<file path="config.mk">
export PLATFORM = sky130hd
export DESIGN_NAME = dsb_debug_ctl
export DESIGN_NICKNAME = d
export VERILOG_FILES = /design/src/hw/dsb_pkg.sv /design/src/hw/dsb_debug_ctl.sv /design/src/hw/dsb_bkpt_match.sv
export SDC_FILE = /design/constraint.sdc
export NUM_CORES = 1
export LEC_CHECK = 0
export BUFFER_PORTS_ARGS = -buffer_cell sky130_fd_sc_hd__buf_4
export CORE_MARGIN = 5
export CORE_UTILIZATION = 49
export CTS_CLUSTER_SIZE = 30
export DETAILED_ROUTE_END_ITERATION = 10
export GPL_TIMING_DRIVEN = 1
export PLACE_DENSITY = 0.87
export SLEW_MARGIN = 10
export SYNTH_ARGS = -nofsm -noshare
export SYNTH_HDL_FRONTEND = slang
export SYNTH_HIERARCHICAL = 1
export SYNTH_SLANG_ARGS = --single-unit
</file>
<file path="constraint.sdc">
create_clock -name sys_clk_in -period 2.1 [get_ports sys_clk_in]
set_input_delay 0.315 -clock sys_clk_in [delete_from_list [all_inputs] [get_ports sys_clk_in]]
set_output_delay 0.315 -clock sys_clk_in [all_outputs]
set_load 0.02 [all_outputs]
</file>
<file path="src/hw/dsb_pkg.sv">
package dsb_pkg;

    // ***************************************************************
    // Status/control bit positions
    // ***************************************************************
    localparam int BIT_PERMIT     = 7;
    localparam int BIT_ACTIVE     = 6;
    localparam int BIT_BKPT_EN    = 5;
    localparam int BIT_FORCE_TAG  = 4;
    localparam int BIT_CLK_SEL    = 3;
    localparam int BIT_WAIT_STOP  = 2;
    localparam int BIT_WS_FAIL    = 1;
    localparam int BIT_DV_FAIL    = 0;

    // ***************************************************************
    // Reset values
    // ***************************************************************
    localparam logic [7:0]  CTRL_RESET = 8'h00;
    localparam logic [15:0] BKPT_RESET = 16'h0000;

    // Debug command codes on the serial command port.
    typedef enum logic [2:0] {
        DSB_CMD_NONE       = 3'h0,
        DSB_CMD_READ_STAT  = 3'h1,
        DSB_CMD_WRITE_CTRL = 3'h2,
        DSB_CMD_BREAKPOINT_READ_COMMAND  = 3'h3,
        DSB_CMD_BREAKPOINT_WRITE_COMMAND = 3'h4,
        DSB_CMD_BACKGROUND = 3'h5
    } dsb_cmd_e;

    // CPU run state, Gray coded along run -> halted -> run and run -> stopped.
    typedef enum logic [1:0] {
        DSB_RUN  = 2'b00,
        DSB_HALT = 2'b01,
        DSB_STOP = 2'b10
    } dsb_state_e;

    typedef struct packed {
        dsb_cmd_e    cmd;
        logic [15:0] data;
    } dsb_cmd_s;

    typedef struct packed {
        logic        valid;
        logic [15:0] data;
    } dsb_rsp_s;

    // CPU side observations.
    typedef struct packed {
        logic [15:0] addr;
        logic        opcode_fetch;
        logic        inst_boundary;
        logic        tagged_at_end;
        logic        wait_stop;
        logic        mem_cmd_conflict;
        logic        resume;
    } dsb_cpu_s;

endpackage

</file>
<file path="src/hw/dsb_debug_ctl.sv">
`timescale 1ns/100ps
// Function
// - Status register reached only by serial commands
// - Permit bit gates halt; reset clears it
// - Active flag reads 1 while halted
// - Breakpoint enable off: no breakpoint, except a pending tag can still fire in the first cycle
// - Force select: halt at next boundary
// - Tag select: halt when tagged opcode ends
// - Bit 3 selects comm clock, default 0
// - Wait-stop flag shows wait/stop or forced exit
// - Background command forces exit from wait/stop
// - Failure flag set on wait/stop conflict
// - Data valid failure flag always zero
// - Breakpoint address only via breakpoint commands
// - Permit write ignored while halted; flags read-only
// - Breakpoint without permit runs software interrupt
module dsb_debug_ctl (
    input  wire logic              sys_clk_in,
    input  wire logic              rst_n_in,
    input  wire dsb_pkg::dsb_cmd_s cmd_in,
    input  wire dsb_pkg::dsb_cpu_s cpu_in,
    output dsb_pkg::dsb_rsp_s      rsp_out,
    output logic                   halt_req_out,
    output logic                   swi_req_out,
    output logic                   wake_out,
    output logic                   comm_clock_select_out
);
    import dsb_pkg::*;

    // ***************************************************************
    // Control and status storage
    // ***************************************************************
    logic        background_permit_reg;
    logic        breakpoint_enable_reg;
    logic        force_tag_select_reg;
    logic        comm_clock_select_reg;
    logic        wait_stop_failure_reg;
    logic        woke_from_wait_reg;
    logic [15:0] debug_breakpoint_address_reg;
    dsb_state_e  state_reg;
    dsb_state_e  state_next;
    logic        force_req;
    logic        tag_hit;
    logic        bkpt_event;
    logic        bg_cmd;
    logic        halted;
    logic [7:0]  debug_status_control;
    logic        tag_pending_reg;
    logic        wr_ctrl;
    logic        wr_bkpt;
    logic        rd_stat;
    logic        rd_bkpt;

    // ***************************************************************
    // Command decode
    // ***************************************************************
    // Compares the command field of the serial port with one code.
    function automatic logic cmd_is(input dsb_cmd_s c, input dsb_cmd_e code);
        return c.cmd == code;
    endfunction

    assign halted  = (state_reg == DSB_HALT);
    assign bg_cmd  = cmd_is(cmd_in, DSB_CMD_BACKGROUND);
    assign wr_ctrl = cmd_is(cmd_in, DSB_CMD_WRITE_CTRL);
    assign wr_bkpt = cmd_is(cmd_in, DSB_CMD_BREAKPOINT_WRITE_COMMAND);
    assign rd_stat = cmd_is(cmd_in, DSB_CMD_READ_STAT);
    assign rd_bkpt = cmd_is(cmd_in, DSB_CMD_BREAKPOINT_READ_COMMAND);

    // Control bits change only through the serial control write.
    always_ff @(posedge sys_clk_in) begin
        if (!rst_n_in) begin
            background_permit_reg <= CTRL_RESET[BIT_PERMIT];
            breakpoint_enable_reg <= CTRL_RESET[BIT_BKPT_EN];
            force_tag_select_reg  <= CTRL_RESET[BIT_FORCE_TAG];
            comm_clock_select_reg <= CTRL_RESET[BIT_CLK_SEL];
        end else if (wr_ctrl) begin
            if (!halted) begin
                background_permit_reg <= cmd_in.data[BIT_PERMIT];
            end
            breakpoint_enable_reg <= cmd_in.data[BIT_BKPT_EN];
            force_tag_select_reg  <= cmd_in.data[BIT_FORCE_TAG];
            comm_clock_select_reg <= cmd_in.data[BIT_CLK_SEL];
        end
    end

    always_ff @(posedge sys_clk_in) begin
        if (!rst_n_in) begin
            debug_breakpoint_address_reg <= BKPT_RESET;
        end else if (wr_bkpt) begin
            debug_breakpoint_address_reg <= cmd_in.data;
        end
    end

    // ***************************************************************
    // Breakpoint
    // ***************************************************************
    dsb_bkpt_match u_match (
        .sys_clk_in      (sys_clk_in),
        .rst_n_in        (rst_n_in),
        .enable_in       (breakpoint_enable_reg),
        .force_sel_in    (force_tag_select_reg),
        .match_addr_in   (debug_breakpoint_address_reg),
        .cpu_addr_in     (cpu_in.addr),
        .opcode_fetch_in (cpu_in.opcode_fetch),
        .boundary_in     (cpu_in.inst_boundary),
        .halted_in       (halted),
        .force_req_out   (force_req),
        .tag_out         (tag_hit)
    );

    // A tagged fetch is remembered until the opcode leaves the queue end.
    always_ff @(posedge sys_clk_in) begin
        if (!rst_n_in || !breakpoint_enable_reg || force_tag_select_reg) begin
            tag_pending_reg <= 1'b0;
        end else if (tag_hit) begin
            tag_pending_reg <= 1'b1;
        end else if (cpu_in.tagged_at_end) begin
            tag_pending_reg <= 1'b0;
        end
    end

    // A tagged opcode reaching the queue end halts instead of executing.
    assign bkpt_event = force_req || (cpu_in.tagged_at_end && tag_pending_reg);

    // ***************************************************************
    // Run state
    // ***************************************************************
    always_comb begin
        state_next = state_reg;
        unique case (state_reg)
            DSB_RUN: begin
                if (background_permit_reg && (bkpt_event || bg_cmd)) begin
                    state_next = DSB_HALT;
                end else if (cpu_in.wait_stop) begin
                    state_next = DSB_STOP;
                end
            end
            DSB_STOP: begin
                if (background_permit_reg && bg_cmd) begin
                    state_next = DSB_HALT;
                end else if (!cpu_in.wait_stop) begin
                    state_next = DSB_RUN;
                end
            end
            DSB_HALT: begin
                if (cpu_in.resume) begin
                    state_next = DSB_RUN;
                end
            end
            default: state_next = DSB_RUN;
        endcase
    end

    always_ff @(posedge sys_clk_in) begin
        if (!rst_n_in) begin
            state_reg <= DSB_RUN;
        end else begin
            state_reg <= state_next;
        end
    end

    // Remembers that the halt was entered out of wait or stop.
    always_ff @(posedge sys_clk_in) begin
        if (!rst_n_in) begin
            woke_from_wait_reg <= 1'b0;
        end else if (state_reg == DSB_STOP && state_next == DSB_HALT) begin
            woke_from_wait_reg <= 1'b1;
        end else if (state_next != DSB_HALT) begin
            woke_from_wait_reg <= 1'b0;
        end
    end

    // Sticky failure flag; a new conflict wins over the clear on resume from halt.
    always_ff @(posedge sys_clk_in) begin
        if (!rst_n_in) begin
            wait_stop_failure_reg <= 1'b0;
        end else if (cpu_in.mem_cmd_conflict) begin
            wait_stop_failure_reg <= 1'b1;
        end else if (halted && cpu_in.resume) begin
            wait_stop_failure_reg <= 1'b0;
        end
    end

    // ***************************************************************
    // Outputs
    // ***************************************************************
    always_comb begin
        debug_status_control                = 8'h00;
        debug_status_control[BIT_PERMIT]    = background_permit_reg;
        debug_status_control[BIT_ACTIVE]    = halted;
        debug_status_control[BIT_BKPT_EN]   = breakpoint_enable_reg;
        debug_status_control[BIT_FORCE_TAG] = force_tag_select_reg;
        debug_status_control[BIT_CLK_SEL]   = comm_clock_select_reg;
        debug_status_control[BIT_WAIT_STOP] = (state_reg == DSB_STOP) || woke_from_wait_reg;
        debug_status_control[BIT_WS_FAIL]   = wait_stop_failure_reg;
        debug_status_control[BIT_DV_FAIL]   = 1'b0;
    end

    always_ff @(posedge sys_clk_in) begin
        if (!rst_n_in) begin
            rsp_out <= '0;
        end else begin
            rsp_out.valid <= rd_stat || rd_bkpt;
            if (rd_bkpt) begin
                rsp_out.data <= debug_breakpoint_address_reg;
            end else if (rd_stat) begin
                rsp_out.data <= {8'h00, debug_status_control};
            end else begin
                rsp_out.data <= 16'h0000;
            end
        end
    end

    assign halt_req_out          = (state_reg != DSB_HALT) && (state_next == DSB_HALT);
    assign swi_req_out           = !background_permit_reg && bkpt_event
                                   && (state_reg == DSB_RUN);
    assign wake_out              = (state_reg == DSB_STOP) && (state_next == DSB_HALT);
    assign comm_clock_select_out = comm_clock_select_reg;

    // ***************************************************************
    // Checks
    // ***************************************************************
    permit_hold_a: assert property (@(posedge sys_clk_in) disable iff (!rst_n_in)
        halted |=> $stable(background_permit_reg) || !$past(halted))
        else $error("permit changed while halted");
    active_flag_a: assert property (@(posedge sys_clk_in) disable iff (!rst_n_in)
        halt_req_out |=> debug_status_control[BIT_ACTIVE])
        else $error("active flag missing after halt");
    no_permit_a: assert property (@(posedge sys_clk_in) disable iff (!rst_n_in)
        (!background_permit_reg && state_reg != DSB_HALT) |=> state_reg != DSB_HALT)
        else $error("halt without permit");
    bkpt_off_a: assert property (@(posedge sys_clk_in) disable iff (!rst_n_in)
        !breakpoint_enable_reg |-> !bkpt_event)
        else $error("breakpoint while disabled");
    swi_path_a: assert property (@(posedge sys_clk_in) disable iff (!rst_n_in)
        swi_req_out |=> state_reg != DSB_HALT)
        else $error("halt on unpermitted breakpoint");
    dvf_zero_a: assert property (@(posedge sys_clk_in) disable iff (!rst_n_in)
        !debug_status_control[BIT_DV_FAIL])
        else $error("data valid flag set");
    wsf_set_a: assert property (@(posedge sys_clk_in) disable iff (!rst_n_in)
        cpu_in.mem_cmd_conflict |=> wait_stop_failure_reg)
        else $error("failure flag lost");
    wake_ws_a: assert property (@(posedge sys_clk_in) disable iff (!rst_n_in)
        wake_out |=> halted && debug_status_control[BIT_WAIT_STOP])
        else $error("wake not reported");
    bkpt_read_a: assert property (@(posedge sys_clk_in) disable iff (!rst_n_in)
        wr_bkpt ##1 !wr_bkpt ##1 rd_bkpt |=> rsp_out.data == $past(cmd_in.data, 3))
        else $error("breakpoint readback");
    rsp_valid_a: assert property (@(posedge sys_clk_in) disable iff (!rst_n_in)
        (rd_stat || rd_bkpt) |=> rsp_out.valid)
        else $error("read answer missing");
    rsp_idle_a: assert property (@(posedge sys_clk_in) disable iff (!rst_n_in)
        !(rd_stat || rd_bkpt) |=> !rsp_out.valid && rsp_out.data == 16'h0000)
        else $error("answer without read");
    status_high_a: assert property (@(posedge sys_clk_in) disable iff (!rst_n_in)
        rd_stat |=> rsp_out.data[15:8] == 8'h00)
        else $error("status upper byte not zero");
    status_act_a: assert property (@(posedge sys_clk_in) disable iff (!rst_n_in)
        rd_stat |=> rsp_out.data[BIT_ACTIVE] == $past(halted))
        else $error("status read lost active flag");
    bkpt_write_a: assert property (@(posedge sys_clk_in) disable iff (!rst_n_in)
        wr_bkpt |=> debug_breakpoint_address_reg == $past(cmd_in.data))
        else $error("breakpoint write lost");
    ctrl_write_a: assert property (@(posedge sys_clk_in) disable iff (!rst_n_in)
        wr_ctrl |=> comm_clock_select_reg == $past(cmd_in.data[BIT_CLK_SEL]))
        else $error("clock select write lost");
    bkpt_cfg_a: assert property (@(posedge sys_clk_in) disable iff (!rst_n_in)
        wr_ctrl |=> breakpoint_enable_reg == $past(cmd_in.data[BIT_BKPT_EN]))
        else $error("breakpoint enable write lost");
    permit_write_a: assert property (@(posedge sys_clk_in) disable iff (!rst_n_in)
        wr_ctrl && !halted |=> background_permit_reg == $past(cmd_in.data[BIT_PERMIT]))
        else $error("permit write lost");
    resume_run_a: assert property (@(posedge sys_clk_in) disable iff (!rst_n_in)
        halted && cpu_in.resume |=> state_reg == DSB_RUN && !debug_status_control[BIT_ACTIVE])
        else $error("resume did not leave halt");
    wait_entry_a: assert property (@(posedge sys_clk_in) disable iff (!rst_n_in)
        state_reg == DSB_RUN && cpu_in.wait_stop && !halt_req_out |=> state_reg == DSB_STOP)
        else $error("wait or stop not tracked");
    run_ws_a: assert property (@(posedge sys_clk_in) disable iff (!rst_n_in)
        state_reg == DSB_RUN |-> !debug_status_control[BIT_WAIT_STOP])
        else $error("wait flag set while running");
    tag_halt_a: assert property (@(posedge sys_clk_in) disable iff (!rst_n_in)
        tag_pending_reg && cpu_in.tagged_at_end && background_permit_reg
        && state_reg == DSB_RUN |-> halt_req_out)
        else $error("tagged opcode executed");
    tag_gate_a: assert property (@(posedge sys_clk_in) disable iff (!rst_n_in)
        !breakpoint_enable_reg |=> !tag_pending_reg)
        else $error("tag kept while disabled");
    wsf_clear_a: assert property (@(posedge sys_clk_in) disable iff (!rst_n_in)
        halted && cpu_in.resume && !cpu_in.mem_cmd_conflict |=> !wait_stop_failure_reg)
        else $error("failure flag not cleared");

    cov_force_c: cover property (@(posedge sys_clk_in) force_req ##1 halted);
    cov_wake_c:  cover property (@(posedge sys_clk_in) wake_out);
    cov_swi_c:   cover property (@(posedge sys_clk_in) swi_req_out);
    cov_tag_c:   cover property (@(posedge sys_clk_in) tag_pending_reg && cpu_in.tagged_at_end ##1 halted);
    cov_read_c:  cover property (@(posedge sys_clk_in) rd_bkpt ##1 rsp_out.valid);

endmodule // dsb_debug_ctl

</file>
<file path="src/hw/dsb_bkpt_match.sv">
`timescale 1ns/100ps
module dsb_bkpt_match (
    input  wire logic        sys_clk_in,
    input  wire logic        rst_n_in,
    input  wire logic        enable_in,
    input  wire logic        force_sel_in,
    input  wire logic [15:0] match_addr_in,
    input  wire logic [15:0] cpu_addr_in,
    input  wire logic        opcode_fetch_in,
    input  wire logic        boundary_in,
    input  wire logic        halted_in,
    output logic             force_req_out,
    output logic             tag_out
);
    import dsb_pkg::*;

    logic hit;
    logic pending_reg;

    assign hit = enable_in && (cpu_addr_in == match_addr_in);

    // A force match waits for the next instruction boundary.
    always_ff @(posedge sys_clk_in) begin
        if (!rst_n_in || halted_in || !enable_in) begin
            pending_reg <= 1'b0;
        end else if (hit && force_sel_in) begin
            pending_reg <= 1'b1;
        end else if (boundary_in) begin
            pending_reg <= 1'b0;
        end
    end

    assign force_req_out = pending_reg && boundary_in && enable_in;
    assign tag_out       = hit && !force_sel_in && opcode_fetch_in;

    force_pend_a: assert property (@(posedge sys_clk_in) disable iff (!rst_n_in)
        (hit && force_sel_in && !halted_in) ##1 (boundary_in && enable_in) |-> force_req_out)
        else $error("force match did not reach the boundary");

endmodule // dsb_bkpt_match

</file>
==> impl_results.md <==
- Outcome: complete, no violations
- Root Buffer: clkbuf_8
- Main combinational cell family by area after synthesis: simple AND/OR/NAND/NOR gates
- Via count: 1585
- Placed cell areas: 2270 sq um
- Clk_skew: 0.00836 ns
- Grt total ovfl: 0
- HPWL Detailed: 3.27 mm
- Die area: 5000 sq um
- Yosys reg bits: 43
- Count leader, synth: dfxtp_1
- Final setup viols: 0
- Global-route usage over all layers: 0.169
- Worst Max-Slew Pin Slew: 0.669 ns
- Hold EP: wait_stop_failure_reg
- Initial antenna violation count: 0
- Final core utilization: 0.660
- Post-CTS setup buffers: 0
- Compound-Gate Fraction of Synth Area: 0.122
- Area Growth Syn to Fin: 32.0%
- R2R cell count: 6
- Hold Fails Final Rpt: 0
- Post-Synth Simple-Gate Area: 0.243
- Routed len/inst: approximately 14 um
- Syn_nets: between 200 and 250
- Maximum VDD drop: 0.432 mV
- Post-synthesis cell type count: 43
- Ys flop type: dfxtp_1
- Largest net degree at the start of global routing: 22
- Drt first pass iters: 5
- Clk sinks: 43
- R2r startpoint: debug_breakpoint_address_reg[1]
- DRC viols: 0
- Worst Hold Depth: 2
- Vias/cell: 5.13
- CTS buffer count: 5
- WP data required: about 1.8 ns
- Most area-consuming cells after synthesis: dfxtp_1 (48%), nand2_1 (8.3%), a21oi_1 (6.4%)
- Fin area: between 2000 and 2500 sq um
- Flop2flop setup slack: 0.37 ns
- Yosys warning count: 6
- Cell taking the most area after synthesis: dfxtp_1
- FILL cells: 303
- CP Capture Type: primary output
- Antenna Cells: 0
- Worst Hold Class: in2reg
- Max reg flops: 17
- CTS tree: done
- Fin crit period: between 1.5 and 2 ns
- CP Launch Type: flop
- Die X: 70.7 um
- Fmax: between 0.5 and 0.6 GHz
- Rows: 22
- Max_slew headroom: 0.554
- Period utilisation layout: 0.894
- Number of global-route vias before repair: roughly 1500
- # H-tree levels: 2
- Syn_area_per_cell: 9.07 sq um
- Critical path class: reg2out
- Clock slew at reported path FFs: 0.08 ns
- Fin nets: 304
- Max Cap Viol: 0
- Seq/Total Area, Yosys: 0.477
- Post-synthesis mux area share: 0.0444
- Critical path arrival: 1.56 ns
- Layout cell share with drive strength beyond 1: 0.295
- Asr flop ratio synth: 0
- Worst hold path startpoint: cpu_in[1]
- Crit-path max FO: 7
- Post-Syn Area: roughly 1800 sq um
- Antenna viol nets, final: 0
- Clock Path Buffers: 2
- Reg2Reg Capture Point: tag_pending_reg
- Core Region: approximately 3600 sq um
- DRT Wirelength: 4.36 mm
- Final GP Congestion: 0.859
- TNS Setup: 0 ns
- XOR/XNOR Fraction of Synth Area: 0.0534
- Leakage power: 1.07 nW
- RSZ-0062 raised after global routing: false
- Mapped Cells: 199
- Total power: 0.00163 W
- Number of flops mapped to enable cells by yosys: 0
- DR iter-0 viols: 80
- Synthesized-area fraction occupied by adder cells: 0
- Die height: 70.7 um
- Power Dens Cells: around 680 nW/um^2
- Initial core utilization: 0.500
- Port buffer count: 63
- Final Max Tran Viols: 0
- Io pins: 64
- Worst skew pair latency: 0.29 ns
- Top cells by count, synth: dfxtp_1 (43), nand2_1 (40), a21oi_1 (23), and3_1 (11), inv_1 (10)
- Area share of the largest cell type after synthesis: 0.477
- Global-route wire length before repair: about 6.7 mm
## critical path, cell delays in order, from the launching register on
cell       delay [ns]
dfxtp_1          0.38
and3_1           0.20
a21oi_1          0.25
a2bb2oi_2        0.23
inv_1            0.06
buf_4            0.15
## layout by cell type (no fill, tap or decap), drive strengths merged, types with 6 or more instances in the layout
master,instances
xor2,8
nor2,8
buf,63
mux2i,8
and3,11
nand2,40
a21oi,23
clkbuf,6
dfxtp,43
inv,10
## stage by stage
step | hold slack (ns) | worst slack [ns] | instances
final | 0.221 | 0.223 | 309
after global routing | 0.223 | 0.0532 | 309
after CTS | 0.223 | 0.118 | 309
after detailed placement | 0.474 | 0.355 | 302
after global placement | 0.470 | 0.378 | 302
after floorplan | 0.433 | 0.526 | 199
## routing by layer
metal,vias to the layer above,global-route usage,wire [um]
met5,-,0,0
li1,797,-,-
met1,712,0.204,1820
met3,8,0.0455,383
met4,0,0.0793,93
met2,68,0.280,2060
## power by group
group	switching (W)	leakage (nW)	internal, W
Sequential	0.0000173	0.349	0.000833
Clock	0.000262	0.0513	0.000348
Combinational	0.0000798	0.668	0.0000908
## final cells by class
class                   instances  area, sq um  share of cell area
clock buffers                   6         72.6              0.0305
clock inverters                 1         30.0              0.0126
inverters                      11         42.5              0.0179
multi-input cells             137          842               0.354
flip-flops and latches         43          861               0.362
well taps                      48         60.1              0.0252
repair buffers                 63          473               0.199
## repair_timing
action	4_1_cts	5_1_grt
gates resized for setup	0	1
hold buffers	0	0
setup endpoints to repair	0	1
## logic make-up after synthesis
group / count (synthesis)
multiplexers: 8
AO/OA/AOI/OAI: 36
flip-flops: 43
XOR/XNOR: 11
buffers and inverters: 19
AND/OR/NAND/NOR: 82
## how the worst max path moves through the flow
stage                                                start         endpoint  slack, ns
after global placement                          cpu_in[20]  tag_pending_reg       0.38
after detailed placement                        cpu_in[20]  tag_pending_reg       0.36
final                                breakpoint_enable_reg     halt_req_out       0.22
after CTS                            breakpoint_enable_reg     halt_req_out       0.12
after global routing                 breakpoint_enable_reg     halt_req_out       0.05
after floorplan           debug_breakpoint_address_reg[14]  tag_pending_reg       0.53
Note: power is estimated with default switching activity, not from simulation.
